## src/afp_pkg.sv

```systemverilog
// Shared constants and state type of the frame info field parser.
// Assumes one core clock; all users import the whole package.
package afp_pkg;

  ////////////////////////////////////////////////////////////////////////
  // Buffer shape and channel limits
  localparam int AFP_FIFO_WIDTH = 1;
  localparam int AFP_FIFO_DEPTH = 32;
  localparam int AFP_MAX_CH = 5;

  ////////////////////////////////////////////////////////////////////////
  // Field widths in bits
  localparam logic [3:0] W_FLAG = 4'h1;
  localparam logic [3:0] W_ROOM = 4'h2;
  localparam logic [3:0] W_LEVEL = 4'h5;
  localparam logic [3:0] W_BYTE = 4'h8;
  localparam logic [3:0] W_TIME = 4'hE;
  localparam logic [3:0] W_ADDLEN = 4'h6;

  ////////////////////////////////////////////////////////////////////////
  // Field positions inside a 14-bit time code half
  localparam int TC_HOUR_LSB = 9;
  localparam int TC_MIN_LSB = 3;
  localparam int TC_SEC_LSB = 11;
  localparam int TC_FRAME_LSB = 6;

  ////////////////////////////////////////////////////////////////////////
  // Codes and reset values
  localparam logic [2:0] ACMOD_DUAL = 3'h0;
  localparam logic [1:0] ROOM_NONE = 2'h0;
  localparam logic [1:0] ROOM_RESERVED = 2'h3;
  localparam logic [4:0] DIAL_RESERVED = 5'h00;
  localparam logic [4:0] DIAL_FLOOR = 5'h1F;
  localparam logic [7:0] GAIN_RST = 8'h00;

  typedef enum logic [4:0] {
    ST_IDLE, ST_ROOM, ST_DIAL2, ST_COMP2E, ST_COMP2, ST_LANG2E, ST_LANG2,
    ST_PROD2E, ST_MIX2, ST_ROOM2, ST_COPY, ST_ORIG, ST_TC1E, ST_TC2E,
    ST_TC1, ST_TC2, ST_ADDE, ST_ADDL, ST_ADDB, ST_HDONE, ST_BSW, ST_DITH,
    ST_DRE, ST_DR, ST_DR2E, ST_DR2, ST_CPLSE, ST_CPLIN, ST_BDONE
  } afp_state_t;

endpackage

```

## src/afp_fifo_if.sv

```systemverilog
// Valid/ready carrier between the parser and its bit buffer.
// Assumes both ends sit on the core clock.
`timescale 1ns/100ps
interface afp_fifo_if #(parameter int WIDTH = 1);
  logic [WIDTH-1:0] wdata;
  logic wvalid;
  logic wready;
  logic [WIDTH-1:0] rdata;
  logic rvalid;
  logic rready;
  modport store (input wdata, wvalid, rready, output wready, rdata, rvalid);
  modport user (output wdata, wvalid, rready, input wready, rdata, rvalid);
endinterface

```

## src/afp_fifo.sv

```systemverilog
// Flip-flop FIFO that buffers incoming stream bits ahead of the parser.
// Assumes DEPTH is a power of two so the pointers wrap by themselves.
`timescale 1ns/100ps
module afp_fifo #(
  parameter int WIDTH = 1,
  parameter int DEPTH = 32
) (
  input wire logic i_core_clk,
  input wire logic i_reset_n,
  afp_fifo_if.store q
);
  localparam int AW = $clog2(DEPTH);
  localparam logic [AW:0] FULL = (AW+1)'(DEPTH);

  logic [WIDTH-1:0] mem [DEPTH];
  logic [AW-1:0] wp;
  logic [AW-1:0] rp;
  logic [AW:0] cnt;
  logic [AW:0] next_cnt;
  logic room;
  logic wr;
  logic rd;

  assign wr = q.wvalid && room;
  assign rd = q.rready && (cnt != '0);
  assign q.wready = room;
  assign q.rvalid = (cnt != '0);
  assign q.rdata = mem[rp];

  always_comb begin
    next_cnt = cnt;
    if (wr && !rd) begin
      next_cnt = cnt + 1'b1;
    end else if (rd && !wr) begin
      next_cnt = cnt - 1'b1;
    end
  end

  always_ff @(posedge i_core_clk) begin
    if (wr) begin
      mem[wp] <= q.wdata;
    end
  end

  // Room is kept as a flop so the upstream ready has no logic path
  always_ff @(posedge i_core_clk or negedge i_reset_n) begin
    if (!i_reset_n) begin
      wp <= '0;
      rp <= '0;
      cnt <= '0;
      room <= 1'b0;
    end else begin
      if (wr) wp <= wp + 1'b1;
      if (rd) rp <= rp + 1'b1;
      cnt <= next_cnt;
      room <= (next_cnt != FULL);
    end
  end
endmodule

```

## src/afp_parser.sv

```systemverilog
// Parser for the tail of the frame info header and the opening block fields.
// Assumes same-clock upstream logic feeding one bit per valid, MSB first.
`timescale 1ns/100ps
module afp_parser import afp_pkg::*; #(
  parameter int DEPTH = AFP_FIFO_DEPTH,
  parameter int NCH = AFP_MAX_CH
) (
  input wire logic i_core_clk,
  input wire logic i_reset_n,
  input wire logic i_bit,
  input wire logic i_bit_valid,
  output logic o_bit_ready,
  input wire logic i_hdr_start,
  input wire logic i_blk_start,
  input wire logic [2:0] i_acmod,
  input wire logic i_prod_info_present,
  input wire logic [2:0] i_blk_num,
  input wire logic [2:0] i_nfchans,
  input wire logic i_done_ready,
  output logic o_done_valid,
  output logic o_busy,
  output logic [1:0] o_mixing_room_kind,
  output logic [4:0] o_second_dialogue_level,
  output logic o_second_compression_present,
  output logic [7:0] o_second_compression_gain,
  output logic o_second_language_present,
  output logic [7:0] o_second_language_id,
  output logic o_second_production_info_present,
  output logic [4:0] o_second_peak_mix_level,
  output logic [1:0] o_second_mixing_room_kind,
  output logic o_protected_flag,
  output logic o_original_flag,
  output logic o_coarse_time_present,
  output logic [4:0] o_time_hours,
  output logic [5:0] o_time_minutes,
  output logic [2:0] o_time_eight_sec,
  output logic o_fine_time_present,
  output logic [2:0] o_time_seconds,
  output logic [4:0] o_time_frames,
  output logic [5:0] o_time_fraction,
  output logic [NCH-1:0] o_block_split,
  output logic [NCH-1:0] o_dither_on,
  output logic [7:0] o_range_gain_word,
  output logic [7:0] o_second_range_gain_word,
  output logic o_coupling_new,
  output logic o_coupling_in_use,
  output logic o_coupling_params_follow
);

  ////////////////////////////////////////////////////////////////////////
  // Bit buffer
  afp_fifo_if #(.WIDTH(AFP_FIFO_WIDTH)) q ();

  afp_fifo #(.WIDTH(AFP_FIFO_WIDTH), .DEPTH(DEPTH)) u_fifo (
    .i_core_clk(i_core_clk),
    .i_reset_n(i_reset_n),
    .q(q.store)
  );

  afp_state_t st;
  afp_state_t next_st;
  logic [3:0] cnt;
  logic [12:0] sh;
  logic [13:0] fv;
  logic take;
  logic done_f;
  logic [2:0] ch;
  logic [2:0] nch;
  logic ch_last;
  logic dual;
  logic [2:0] blk;
  logic [6:0] skip;

  assign q.wdata = i_bit;
  assign q.wvalid = i_bit_valid;
  assign o_bit_ready = q.wready;

  function automatic logic [3:0] flen(input afp_state_t s);
    case (s)
      ST_ROOM, ST_ROOM2: flen = W_ROOM;
      ST_DIAL2, ST_MIX2: flen = W_LEVEL;
      ST_COMP2, ST_LANG2, ST_ADDB, ST_DR, ST_DR2: flen = W_BYTE;
      ST_TC1, ST_TC2: flen = W_TIME;
      ST_ADDL: flen = W_ADDLEN;
      default: flen = W_FLAG;
    endcase
  endfunction

  // Bits are only drawn while a field is open, so waiting in a done
  // state stalls the buffer and back-pressures the source.
  assign take = q.rvalid && (st != ST_IDLE) && (st != ST_HDONE) && (st != ST_BDONE);
  assign q.rready = take;
  assign fv = {sh, q.rdata[0]};
  assign done_f = take && (cnt == flen(st) - 4'h1);
  assign ch_last = (ch == nch - 3'h1);

  ////////////////////////////////////////////////////////////////////////
  // Sequencing
  always_comb begin
    next_st = st;
    case (st)
      ST_IDLE: begin
        if (i_hdr_start) begin
          if (i_prod_info_present) next_st = ST_ROOM;
          else if (i_acmod == ACMOD_DUAL) next_st = ST_DIAL2;
          else next_st = ST_COPY;
        end else if (i_blk_start) begin
          next_st = ST_BSW;
        end
      end
      ST_ROOM: if (done_f) next_st = dual ? ST_DIAL2 : ST_COPY;
      ST_DIAL2: if (done_f) next_st = ST_COMP2E;
      ST_COMP2E: if (done_f) next_st = fv[0] ? ST_COMP2 : ST_LANG2E;
      ST_COMP2: if (done_f) next_st = ST_LANG2E;
      ST_LANG2E: if (done_f) next_st = fv[0] ? ST_LANG2 : ST_PROD2E;
      ST_LANG2: if (done_f) next_st = ST_PROD2E;
      ST_PROD2E: if (done_f) next_st = fv[0] ? ST_MIX2 : ST_COPY;
      ST_MIX2: if (done_f) next_st = ST_ROOM2;
      ST_ROOM2: if (done_f) next_st = ST_COPY;
      ST_COPY: if (done_f) next_st = ST_ORIG;
      ST_ORIG: if (done_f) next_st = ST_TC1E;
      ST_TC1E: if (done_f) next_st = ST_TC2E;
      ST_TC2E: if (done_f) next_st = o_coarse_time_present ? ST_TC1 :
        (fv[0] ? ST_TC2 : ST_ADDE);
      ST_TC1: if (done_f) next_st = o_fine_time_present ? ST_TC2 : ST_ADDE;
      ST_TC2: if (done_f) next_st = ST_ADDE;
      ST_ADDE: if (done_f) next_st = fv[0] ? ST_ADDL : ST_HDONE;
      ST_ADDL: if (done_f) next_st = ST_ADDB;
      ST_ADDB: if (done_f && skip == 7'h01) next_st = ST_HDONE;
      ST_BSW: if (done_f && ch_last) next_st = ST_DITH;
      ST_DITH: if (done_f && ch_last) next_st = ST_DRE;
      ST_DRE: if (done_f) next_st = fv[0] ? ST_DR : (dual ? ST_DR2E : ST_CPLSE);
      ST_DR: if (done_f) next_st = dual ? ST_DR2E : ST_CPLSE;
      ST_DR2E: if (done_f) next_st = fv[0] ? ST_DR2 : ST_CPLSE;
      ST_DR2: if (done_f) next_st = ST_CPLSE;
      ST_CPLSE: if (done_f) next_st = fv[0] ? ST_CPLIN : ST_BDONE;
      ST_CPLIN: if (done_f) next_st = ST_BDONE;
      ST_HDONE, ST_BDONE: if (i_done_ready) next_st = ST_IDLE;
      default: next_st = ST_IDLE;
    endcase
  end

  always_ff @(posedge i_core_clk or negedge i_reset_n) begin
    if (!i_reset_n) begin
      st <= ST_IDLE;
      o_done_valid <= 1'b0;
      o_busy <= 1'b0;
    end else begin
      st <= next_st;
      o_done_valid <= (next_st == ST_HDONE) || (next_st == ST_BDONE);
      o_busy <= (next_st != ST_IDLE);
    end
  end

  // Frame context is latched at start so a changing mode input cannot
  // reshape a field sequence half way through.
  always_ff @(posedge i_core_clk or negedge i_reset_n) begin
    if (!i_reset_n) begin
      dual <= 1'b0;
      blk <= 3'h0;
      nch <= 3'h1;
    end else if (st == ST_IDLE && (i_hdr_start || i_blk_start)) begin
      dual <= (i_acmod == ACMOD_DUAL);
      blk <= i_blk_num;
      nch <= (i_nfchans == 3'h0) ? 3'h1 : i_nfchans;
    end
  end

  ////////////////////////////////////////////////////////////////////////
  // Bit collection, channel index and byte skip
  always_ff @(posedge i_core_clk or negedge i_reset_n) begin
    if (!i_reset_n) begin
      cnt <= 4'h0;
      sh <= '0;
    end else if (done_f) begin
      cnt <= 4'h0;
      sh <= '0;
    end else if (take) begin
      cnt <= cnt + 4'h1;
      sh <= fv[12:0];
    end
  end

  always_ff @(posedge i_core_clk or negedge i_reset_n) begin
    if (!i_reset_n) begin
      ch <= 3'h0;
    end else if (done_f && (st == ST_BSW || st == ST_DITH)) begin
      ch <= ch_last ? 3'h0 : ch + 3'h1;
    end
  end

  always_ff @(posedge i_core_clk or negedge i_reset_n) begin
    if (!i_reset_n) begin
      skip <= 7'h00;
    end else if (done_f && st == ST_ADDL) begin
      skip <= {1'b0, fv[5:0]} + 7'h01;
    end else if (done_f && st == ST_ADDB) begin
      skip <= skip - 7'h01;
    end
  end

  ////////////////////////////////////////////////////////////////////////
  // Header fields
  always_ff @(posedge i_core_clk or negedge i_reset_n) begin
    if (!i_reset_n) begin
      o_mixing_room_kind <= ROOM_NONE;
      o_second_dialogue_level <= DIAL_FLOOR;
      o_second_compression_present <= 1'b0;
      o_second_compression_gain <= GAIN_RST;
      o_second_language_present <= 1'b0;
      o_second_language_id <= 8'h00;
      o_second_production_info_present <= 1'b0;
      o_second_peak_mix_level <= 5'h00;
      o_second_mixing_room_kind <= ROOM_NONE;
      o_protected_flag <= 1'b0;
      o_original_flag <= 1'b0;
    end else if (done_f) begin
      case (st)
        // Reserved code keeps audio running and reads as not indicated
        ST_ROOM: o_mixing_room_kind <= (fv[1:0] == ROOM_RESERVED) ? ROOM_NONE : fv[1:0];
        ST_DIAL2: o_second_dialogue_level <=
          (fv[4:0] == DIAL_RESERVED) ? DIAL_FLOOR : fv[4:0];
        ST_COMP2E: o_second_compression_present <= fv[0];
        ST_COMP2: o_second_compression_gain <= fv[7:0];
        ST_LANG2E: o_second_language_present <= fv[0];
        ST_LANG2: o_second_language_id <= fv[7:0];
        ST_PROD2E: o_second_production_info_present <= fv[0];
        ST_MIX2: o_second_peak_mix_level <= fv[4:0];
        ST_ROOM2: begin
          o_second_mixing_room_kind <= (fv[1:0] == ROOM_RESERVED) ? ROOM_NONE : fv[1:0];
        end
        ST_COPY: o_protected_flag <= fv[0];
        ST_ORIG: o_original_flag <= fv[0];
        default: ;
      endcase
    end
  end

  always_ff @(posedge i_core_clk or negedge i_reset_n) begin
    if (!i_reset_n) begin
      o_coarse_time_present <= 1'b0;
      o_fine_time_present <= 1'b0;
      o_time_hours <= 5'h00;
      o_time_minutes <= 6'h00;
      o_time_eight_sec <= 3'h0;
      o_time_seconds <= 3'h0;
      o_time_frames <= 5'h00;
      o_time_fraction <= 6'h00;
    end else if (done_f) begin
      case (st)
        ST_TC1E: o_coarse_time_present <= fv[0];
        ST_TC2E: o_fine_time_present <= fv[0];
        ST_TC1: begin
          o_time_hours <= fv[TC_HOUR_LSB+:5];
          o_time_minutes <= fv[TC_MIN_LSB+:6];
          o_time_eight_sec <= fv[2:0];
        end
        ST_TC2: begin
          o_time_seconds <= fv[TC_SEC_LSB+:3];
          o_time_frames <= fv[TC_FRAME_LSB+:5];
          o_time_fraction <= fv[5:0];
        end
        default: ;
      endcase
    end
  end

  ////////////////////////////////////////////////////////////////////////
  // Block fields
  always_ff @(posedge i_core_clk or negedge i_reset_n) begin
    if (!i_reset_n) begin
      o_block_split <= '0;
      o_dither_on <= '0;
    end else if (done_f && st == ST_BSW) begin
      o_block_split[ch] <= fv[0];
    end else if (done_f && st == ST_DITH) begin
      o_dither_on[ch] <= fv[0];
    end
  end

  // A missing word in block 0 clears, so stale gain never leaks into
  // a new frame.
  always_ff @(posedge i_core_clk or negedge i_reset_n) begin
    if (!i_reset_n) begin
      o_range_gain_word <= GAIN_RST;
      o_second_range_gain_word <= GAIN_RST;
    end else if (done_f) begin
      case (st)
        ST_DRE: if (!fv[0] && blk == 3'h0) o_range_gain_word <= GAIN_RST;
        ST_DR: o_range_gain_word <= fv[7:0];
        ST_DR2E: if (!fv[0] && blk == 3'h0) o_second_range_gain_word <= GAIN_RST;
        ST_DR2: o_second_range_gain_word <= fv[7:0];
        default: ;
      endcase
    end
  end

  always_ff @(posedge i_core_clk or negedge i_reset_n) begin
    if (!i_reset_n) begin
      o_coupling_new <= 1'b0;
      o_coupling_in_use <= 1'b0;
      o_coupling_params_follow <= 1'b0;
    end else if (done_f && st == ST_CPLSE) begin
      o_coupling_new <= fv[0];
      o_coupling_params_follow <= 1'b0;
    end else if (done_f && st == ST_CPLIN) begin
      o_coupling_in_use <= fv[0];
      o_coupling_params_follow <= fv[0];
    end
  end
endmodule

```

## config.mk

```make
export PLATFORM = sky130hd
export DESIGN_NAME = afp_parser
export DESIGN_NICKNAME = d
export VERILOG_FILES = /design/src/afp_pkg.sv /design/src/afp_fifo_if.sv /design/src/afp_fifo.sv /design/src/afp_parser.sv
export SDC_FILE = /design/constraint.sdc
export NUM_CORES = 1
export LEC_CHECK = 0
export BUFFER_PORTS_ARGS = -buffer_cell sky130_fd_sc_hd__buf_2
export CAP_MARGIN = 0
export CELL_PAD_IN_SITES_DETAIL_PLACEMENT = 0
export CELL_PAD_IN_SITES_GLOBAL_PLACEMENT = 2
export CORE_MARGIN = 5
export CORE_UTILIZATION = 41
export DETAILED_ROUTE_END_ITERATION = 10
export HOLD_SLACK_MARGIN = 0.06
export PLACE_DENSITY_LB_ADDON = 0.1
export SYNTH_ARGS = -nofsm -noshare
export SYNTH_HDL_FRONTEND = slang
export SYNTH_HIERARCHICAL = 1
export SYNTH_SLANG_ARGS = --single-unit
```

## constraint.sdc

```tcl
create_clock -name i_core_clk -period 11.1 [get_ports i_core_clk]
set_input_delay 0.555 -clock i_core_clk [delete_from_list [all_inputs] [get_ports i_core_clk]]
set_output_delay 0.555 -clock i_core_clk [all_outputs]
set_load 0.03 [all_outputs]
```

# Word-level counts from Yosys, hierarchy flattened
# Memories as Yosys holds them, arrays and structs flattened.
# Cells that the tools add are included.
# W data, S select, Z words.
dict set report word_totals {
  ff_bits 152
  ram_bits 32
  romBits 128
  inputBits 17
  output_inout_bits 97
  word_cells 221
  memories 2
}
dict set report classes {
  addsub 10
  magnitude_cmp 2
  eq_ne 39
  mux 67
  bitwise_logic 2
  reduce_logical 59
}
# name words word_bits rd rd_ports_with_merged_regs wr line_no
set memory_table {}
lappend memory_table {{(no name shown)} 32 4 1 0 0 afp_parser.sv:79} ;# case (s)
lappend memory_table {u_fifo.mem 32 1 1 0 1 afp_fifo.sv:15} ;# logic [WIDTH-1:0] mem [DEPTH];
# op n
set ops {}
lappend ops {{$mux W5} 35}
lappend ops {{$pmux W5 S28} 1}
lappend ops {{$eq A5 B5 Y1 const B} 15}
lappend ops {{$eq A5 B4 Y1 const B} 8}
lappend ops {{$reduce_and A2 Y1} 17}
lappend ops {{$pmux W8 S2} 2}
lappend ops {{$mux W13} 2}
lappend ops {{$eq A5 B3 Y1 const B} 4}
lappend ops {{$logic_and A1 B1 Y1} 20}
lappend ops {{$mux W4} 4}
lappend ops {{$mux W7} 2}
lappend ops {{$mux W6} 2}
lappend ops {{$add A5 B1 Y5 const B} 2}
lappend ops {{$bwmux W5} 2}
lappend ops {{$eq A5 B2 Y1 const B} 2}
lappend ops {{$logic_not A5 Y1} 2}
lappend ops {{$mux W2} 5}
lappend ops {{$ne A5 B5 Y1 const B} 2}
lappend ops {{$reduce_bool A2 Y1} 5}
lappend ops {{$reduce_bool A5 Y1} 2}
lappend ops {{$logic_not A3 Y1} 3}
lappend ops {{$mux W3} 3}
lappend ops {{$mux W8} 1}
lappend ops {{$add A6 B1 Y7 const B} 1}
lappend ops {{24 further kinds} 37}

# Depth between registers and ports, before layout
# Gate-level depths: netlist of the first run.
dict set report depth {
  word_depth 10
  depth_mapped 16
  mapped_depth_nobuf 12
}

# Modules after synthesis
# The synthesis of the first run kept the hierarchy.
# module n_inst cells_per_inst area_per_inst_um2 seq_area_each_um2
set modules_own_cells {}
lappend modules_own_cells {afp_parser 1 704 6981.7 3385.7}
lappend modules_own_cells {afp_fifo 1 187 2368.5 1386.3}

# Least setup slack after synthesis of the first run
# No wires, ideal clock.
dict set report synth_path {
  path_kind {flip-flop to flip-flop}
  startpoint {register st[1]}
  endpoint {register o_busy}
  t_arrival_ns 3.581
  t_required_ns 10.961
  slack_ns 7.380
  stages_incl_launch_ff 15
  n_path_buf 2
  period_less_slack_ns 3.720
  cell_sequence {dfrtp_1 -> inv_1 -> ha_1 -> mux2_4 -> a221o_1 -> or3_1 -> o31ai_2 -> o211ai_2 -> or2_1 -> buf_6 -> buf_6 -> mux2i_1 -> a311oi_1 -> inv_1 -> or4b_1}
}
dict set report synth_via {
  elab_chain_len 9
}
# element line_no
set synth_lines {}
lappend synth_lines {{start: declaration} afp_parser.sv:60} ;# afp_state_t st;
lappend synth_lines {{start signal: assignment} afp_parser.sv:149} ;# st <= next_st;
lappend synth_lines {{parallel branches: the longest is 7 deep, another holds $mem_v2 Z32 W4} n/a}
lappend synth_lines {{$pmux W5 S28 (*)} afp_parser.sv:101} ;# case (st)
lappend synth_lines {{net next_st[0]} afp_parser.sv:61} ;# afp_state_t next_st;
lappend synth_lines {{$reduce_bool A5 Y1 (*)} afp_parser.sv:151} ;# o_busy <= (next_st != ST_IDLE);
lappend synth_lines {{end signal: assignment} afp_parser.sv:151}
lappend synth_lines {{end: declaration} afp_parser.sv:21} ;# output logic o_busy,
# Mark *: on every way through the listed nets, which the timed path passes.
# A chain may end at the register's enable or synchronous reset.

# Final worst setup path of the first run
dict set report layout_path {
  startpoint {register st[1]}
  endpoint {register o_done_valid}
}
dict set report layout_via {
  elab_chain_len 10
}
# element line_no
set layout_lines {}
lappend layout_lines {{parallel branches: the longest is 7 deep, another holds $mem_v2 Z32 W4} n/a}
lappend layout_lines {{$pmux W5 S28 (*)} afp_parser.sv:101}
lappend layout_lines {{net next_st[4]} afp_parser.sv:61}
lappend layout_lines {{$eq A5 B5 Y1} afp_parser.sv:150} ;# o_done_valid <= (next_st == ST_HDONE) || (next_st == ST_BDONE);
lappend layout_lines {{$logic_or A1 B1 Y1 (*)} afp_parser.sv:150}
lappend layout_lines {{end signal: assignment} afp_parser.sv:150}
lappend layout_lines {{end: declaration} afp_parser.sv:20} ;# output logic o_done_valid,
# Marks and branches as above.

==> metrics.txt, run 1 <==
arrival time at the worst endpoint=4980 ps; Cell variety after synth=77; DR iter-0 viols=403; vias in the first global route=6973; first-pass GRT wire length=39000 um; Worst Path Required=11460 ps; WS Path Type=reg -> reg; antenna diode count=0; Setup Fix Bufs, Post-CTS=0; area of the multi-input gates=4230 um2; TritonCTS Buffers=17; hold_ws=180 ps; Die Ht=161 um; DR vias/cell=5.45; site row count=55; # DRC=0; Synth Instances=891; DPL Wire Length=17300 um; post-synthesis sequential area ratio=0.510; TritonRoute pass-1 iters=6; Worst Reg2Reg Path Length in Cells=12; Worst path depth=12; critical path endpoint=o_done_valid$_DFF_PN0_; crit start category=flip-flop; fin cells=1277; R2R setup slack=6480 ps; Overflow after GRT=0; f_max=216 MHz; Yosys top cell by area=dfrtp_1; post-CTS sizing=0; Fin. Hold Viols=0; crit path capture type=flip-flop; Die ar.=25900 um2; initial core utilization=0.414; port buffer count=113; RSZ-0062 raised after global routing=no; final worst path period need=4620 ps; Register Area=4770 um2; Max Slew Vio Count=0; WL/cell=19.0 um; clk slew on worst S/H paths=80 ps; Final GP Congestion=0.910; DP Worst Slack=6460 ps; Clock Skew=19.9 ps; crit path from=st[1]$_DFF_PN0_; wirelength, routed=24300 um; Reg-to-Reg Start=st[1]$_DFF_PN0_; Critical R2R Capture=o_done_valid$_DFF_PN0_; Slew HR=0.327; CP max-delay cell=nor2_2; GRT Util Overall=0.187; Leak=4.86 nW; dpl cells=1245; yosys synthesis warning count=6; maxcap violations=0; Worst Slack Setup Final=6480 ps; Crit path max-delay family=simple AND/OR/NAND/NOR gates; fin util=0.476; Least-Margin Pin Slew=1000 ps; Synth Cell Area=9350 um2; commonest cells after routing, fill and taps aside=dfrtp_1, buf_2, nand2_1; Mean Syn Cell Area=10.5 um2; nets@finish=1019; worst-path cell chain=inv_1 -> ha_1 -> nor2b_1 -> a221o_1 -> or3_1 -> o31ai_2 -> o211ai_2 -> or2_1 -> nor2_2 -> a2111o_1 -> or4b_1 -> mux2i_1; Async SR Flop Fraction=0.826; H-Tree Depth=4; flops & latches, synth=184; Power Density=262 nW/um2; Synth area leaders=dfrtp_1, edfxtp_1, mux2_2; clock latency on the worst-skew pair=430 ps; Setup Viol. Count Final=0; number of synthesized flops with an enable pin=32; cell area after layout=10800 um2; WP buf/inv=1; initial antenna violation count=0; Post-DP Area=10100 um2; Die Wd=161 um; Num Clock Sinks=184; worst vdd rail ir drop=0.000123 V; Main synth FF type=dfrtp_1; hold buffer count at cts=0; CP Max Fanout=18; CTS Buffer Depth=2; outcome=completed; share of the synthesized area in the top cell type=0.391; total power=2.81 mW; largest net degree at the start of global routing=83; largest incremental delay on the critical path=720 ps; Ports=114; Setup TNS=0 ps; most common cell after layout, fill and taps aside=dfrtp_1; crit share post-route=0.416; Layout Area Growth over Synthesis=15.0%; Filler Cells Inserted=2137; Detail Route Antenna Nets=0; fraction of layout cells with a size suffix above 1=0.245; Hold WC Path Type=in -> async; CTS tree=done; Vias=6957; Clock Tree Root=clkbuf_16; Synth Net Count=931; Core Region=22600 um2
## synth_stat cells, types with 4 or more instances
cell type and count:
nor3_1 25, o31ai_1 10, a32oi_1 4, nand3_1 15, edfxtp_1 32, nor4_1 4, a22o_1 9, o22ai_1 11
ha_1 23, nor2b_1 9, nor3b_1 4, xor2_1 9, xnor2_1 16, a22oi_1 12, o22a_1 4, buf_2 4
mux2i_1 12, and2_1 4, dfstp_2 6, mux2_2 55, inv_1 33, dfrtp_1 146, nand2b_1 5, buf_1 5
or3_1 6, and3_1 4, nand2_1 105, mux2_1 14, clkbuf_1 38, nand4_1 7, a21oi_1 32, nor2_1 96
o21ai_0 55, o21ai_1 5, mux4_2 10
## sequential cells by signal (all words and copies together), names as in the netlist, 6 cells and up
| name | count |
|---|---|
| o_time_minutes | 6 |
| o_second_range_gain_word | 8 |
| sh | 13 |
| o_range_gain_word | 8 |
| u_fifo/mem | 32 |
| o_time_fraction | 6 |
| u_fifo/cnt | 6 |
| skip | 7 |
| o_second_language_id | 8 |
| o_second_compression_gain | 8 |
## how the worst min path moves through the flow
stage,from,endpoint,slack (ps)
after detailed placement,o_block_split[4]$_DFFE_PN0P_,o_block_split[4]$_DFFE_PN0P_,470
after floorplan,i_reset_n,blk[0]$_DFFE_PN0P_,260
final,i_reset_n,nch[1]$_DFFE_PN0P_,180
after CTS,i_reset_n,nch[1]$_DFFE_PN0P_,200
after global placement,o_block_split[4]$_DFFE_PN0P_,o_block_split[4]$_DFFE_PN0P_,460
after global routing,i_reset_n,nch[1]$_DFFE_PN0P_,240
## layer usage
metal	global-route usage	part of all wire
met4	0.0547	0.018
met3	0.0296	0.040
met2	0.310	0.47
met1	0.258	0.47
met5	0	0
## cells by family (layout without fill, tap and decap cells)
family	after synthesis	after routing	share of synthesized area
simple gates	306	306	0.152
buf+inv	85	186	0.0375
flops	184	184	0.510
mux	92	92	0.122
fa+ha+maj	23	23	0.0308
xor+xnor	25	25	0.0234
compound gates	176	176	0.124
## layout make-up
class	count	share of cell area
clock buffers	17	0.0396
clock inverters	15	0.0204
inverters	34	0.0119
multi-input cells	622	0.393
flip-flops and latches	184	0.444
well taps	285	0.0332
repair buffers	120	0.0581
## report_power, final
| group | leakage (nW) | switching [mW] | internal [mW] |
|---|---|---|---|
| Combinational | 2.24 | 0.740 | 0.410 |
| Clock | 0.313 | 0.310 | 0.351 |
| Sequential | 2.31 | 0.173 | 0.829 |
Power figures use the tool's default switching activity.
==> run 2: changes to the inputs <==
CORE_UTILIZATION = 34   (was 41)
clock period = 4.04 ns   (was 11.1 ns; I/O delays follow)
==> run 2 against run 1 <==
  * Total power grew to 2.8 times the previous value
  * Worst setup slack worse by 6300 ps
  * Design area is 3.5% higher
  * Combinational power increased to 3.0 times the previous value
  * Sequential power grew to 2.7 times the previous value
  * Sequential share of layout area is 1.5 points lower
  * Critical path depth is 1 higher
  * Sequential cell count is the same
  * Fmax grew 20%
  * Clock power increased to 2.7 times the previous value
  * Clock skew fell by 2.7 ps
  * Count of clock-buffer cells in the layout did not move
==> metrics.txt, run 2 (synthesis gave the netlist of run 1 again) <==
GRT Util Overall=0.169 (-0.0183); arrival time at the worst endpoint=4150 ps (-830 ps); Num Clock Sinks=184 (unchanged); CTS tree=done; Slew HR=0.440 (+0.113); f_max=260 MHz (+20%); antenna diode count=0 (unchanged); hold path start=i_prod_info_present; largest net degree at the start of global routing=91 (+9.6%); Layout Area Growth over Synthesis=19.1%; most common cell after layout, fill and taps aside=dfrtp_1; DR iter-0 viols=569 (+41%); crit start category=flip-flop; CP Max Fanout=8 (-10); initial core utilization=0.346 (-0.0683); crit path capture type=flip-flop; Max Slew Vio Count=0 (unchanged); Biggest register=u_fifo/mem; Overflow after GRT=0 (unchanged); Vias=7108 (+2.2%); Setup TNS=0 ps (unchanged); Worst Path Required=4350 ps (-7110 ps); # DRC=0 (unchanged); Power Density=713 nW/um2 (+170%); R2R setup slack=200 ps (-6280 ps); Ports=114 (unchanged); Die Ht=176 um (+9.2%); worst vdd rail ir drop=0.000318 V (+160%); largest registers=u_fifo/mem x32, sh x13; Worst Reg2Reg Path Length in Cells=13 (+1); total power=7.94 mW (+180%); wirelength, routed=25900 um (+6.4%); largest incremental delay on the critical path=490 ps (-230 ps); Crit path max-delay family=compound AO/OA/AOI/OAI gates; clk slew on worst S/H paths=80 ps (about the same); Final GP Congestion=0.829 (-8.9%); WS Path Type=reg -> reg; Reg-to-Reg Start=st[0]$_DFF_PN0_; crit path from=st[0]$_DFF_PN0_; maxcap violations=0 (unchanged); DR vias/cell=5.18 (-4.9%); Clock Skew=17.2 ps (-2.67 ps); first-pass GRT wire length=41800 um (+7.1%); crit share post-route=0.951 (+0.535); Detail Route Antenna Nets=0 (unchanged); WL/cell=18.9 um (-0.94%); initial antenna violation count=0 (unchanged); Least-Margin Pin Slew=840 ps (-162 ps); clock latency on the worst-skew pair=440 ps (about the same); DPL Wire Length=18300 um (+5.6%); number of flip-flops in the largest register=32 (unchanged); fraction of layout cells with a size suffix above 1=0.267 (+0.0218); nets@finish=1058 (+3.8%); H-Tree Depth=4 (unchanged); final worst path period need=3840 ps (-776 ps); TritonRoute pass-1 iters=5 (-1); Hold WC Path Type=in -> reg; Critical R2R Capture=o_busy$_DFF_PN0_; commonest cells after routing, fill and taps aside=dfrtp_1, buf_2, nand2_1; worst hold endpoint=st[0]$_DFF_PN0_; Die Wd=176 um (+9.2%); Clock Tree Root=clkbuf_16; worst-path cell chain=inv_1 -> ha_1 -> mux2_4 -> a221o_1 -> or3_1 -> o31ai_2 -> o211ai_2 -> or2_1 -> buf_4 -> a21o_1 -> o32ai_2 -> o2111ai_2 -> or4b_1; vias in the first global route=7217 (+3.5%); hold path cells=3; Fin. Hold Viols=0 (unchanged); Setup Viol. Count Final=0 (unchanged); site row count=60 (+9.1%); port buffer count=113 (unchanged); WP buf/inv=2 (+1); outcome=completed; CP max-delay cell=or4b_1; Leak=5.04 nW (+3.8%); RSZ-0062 raised after global routing=no; CTS Buffer Depth=2 (unchanged); TritonCTS Buffers=17 (unchanged); Die ar.=30900 um2 (+19%); Core Region=27000 um2 (+20%); Setup Fix Bufs, Post-CTS=0 (unchanged)
[run 2: cell types whose count changed in the layout (fill, tap and decap cells not counted), moves of 2 or more]
cell           delta
buf_4            +29
inv_6             -2
dlygate4sd3_1     +9
inv_12            +2
bufinv_16         -2
[run 2: final cells by class]
cell class | count | area [um2]
Fill cell | 2679 | 15900
Sequential cell | 184 | 4770
Inverter | 34 | 128
Multi-Input combinational cell | 622 | 4230
Tap cell | 341 | 427
Clock inverter | 15 | 195
Clock buffer | 17 | 425
Timing Repair Buffer | 159 | 952
[run 2: timing repair]
action	in CTS	in global routing
hold endpoints to repair	89	0
hold buffers	9	0
endpoints found under the setup margin	0	10
resized for setup	0	2
[run 2: per-stage QoR]
step	utilization	cells	worst slack, ps	cell area, um2	hold slack (ps)
after floorplan	-	891	320	9350	-93.6
after global placement	0.385	1331	248	10400	335
after detailed placement	0.385	1331	170	10400	327
after CTS	0.412	1372	145	11100	116
after global routing	0.412	1372	16.8	11100	146
final	0.412	1372	196	11100	139
[run 2: worst max path at each step]
stage / to / cells past startpoint
floorplan: o_busy$_DFF_PN0_ / 14
global placement: o_busy$_DFF_PN0_ / 13
detailed placement: o_busy$_DFF_PN0_ / 13
CTS: o_busy$_DFF_PN0_ / 13
global route: o_done_valid$_DFF_PN0_ / 13
finish: o_busy$_DFF_PN0_ / 13
[run 2: worst min-delay path: stages]
cell and delay (ps):
buf_2 120, a311oi_1 140, inv_1 70
[run 2: layer usage]
metal | wire [um] | track usage
met3 | 927 | 0.0288
met4 | 291 | 0.0406
met5 | 0 | 0
met2 | 12500 | 0.278
met1 | 12100 | 0.234
[run 2: power breakdown]
group,internal [mW],switching [mW],leakage [nW]
clock,0.857,0.910,0.301
combinational,1.29,2.14,2.44
sequential,2.28,0.465,2.30
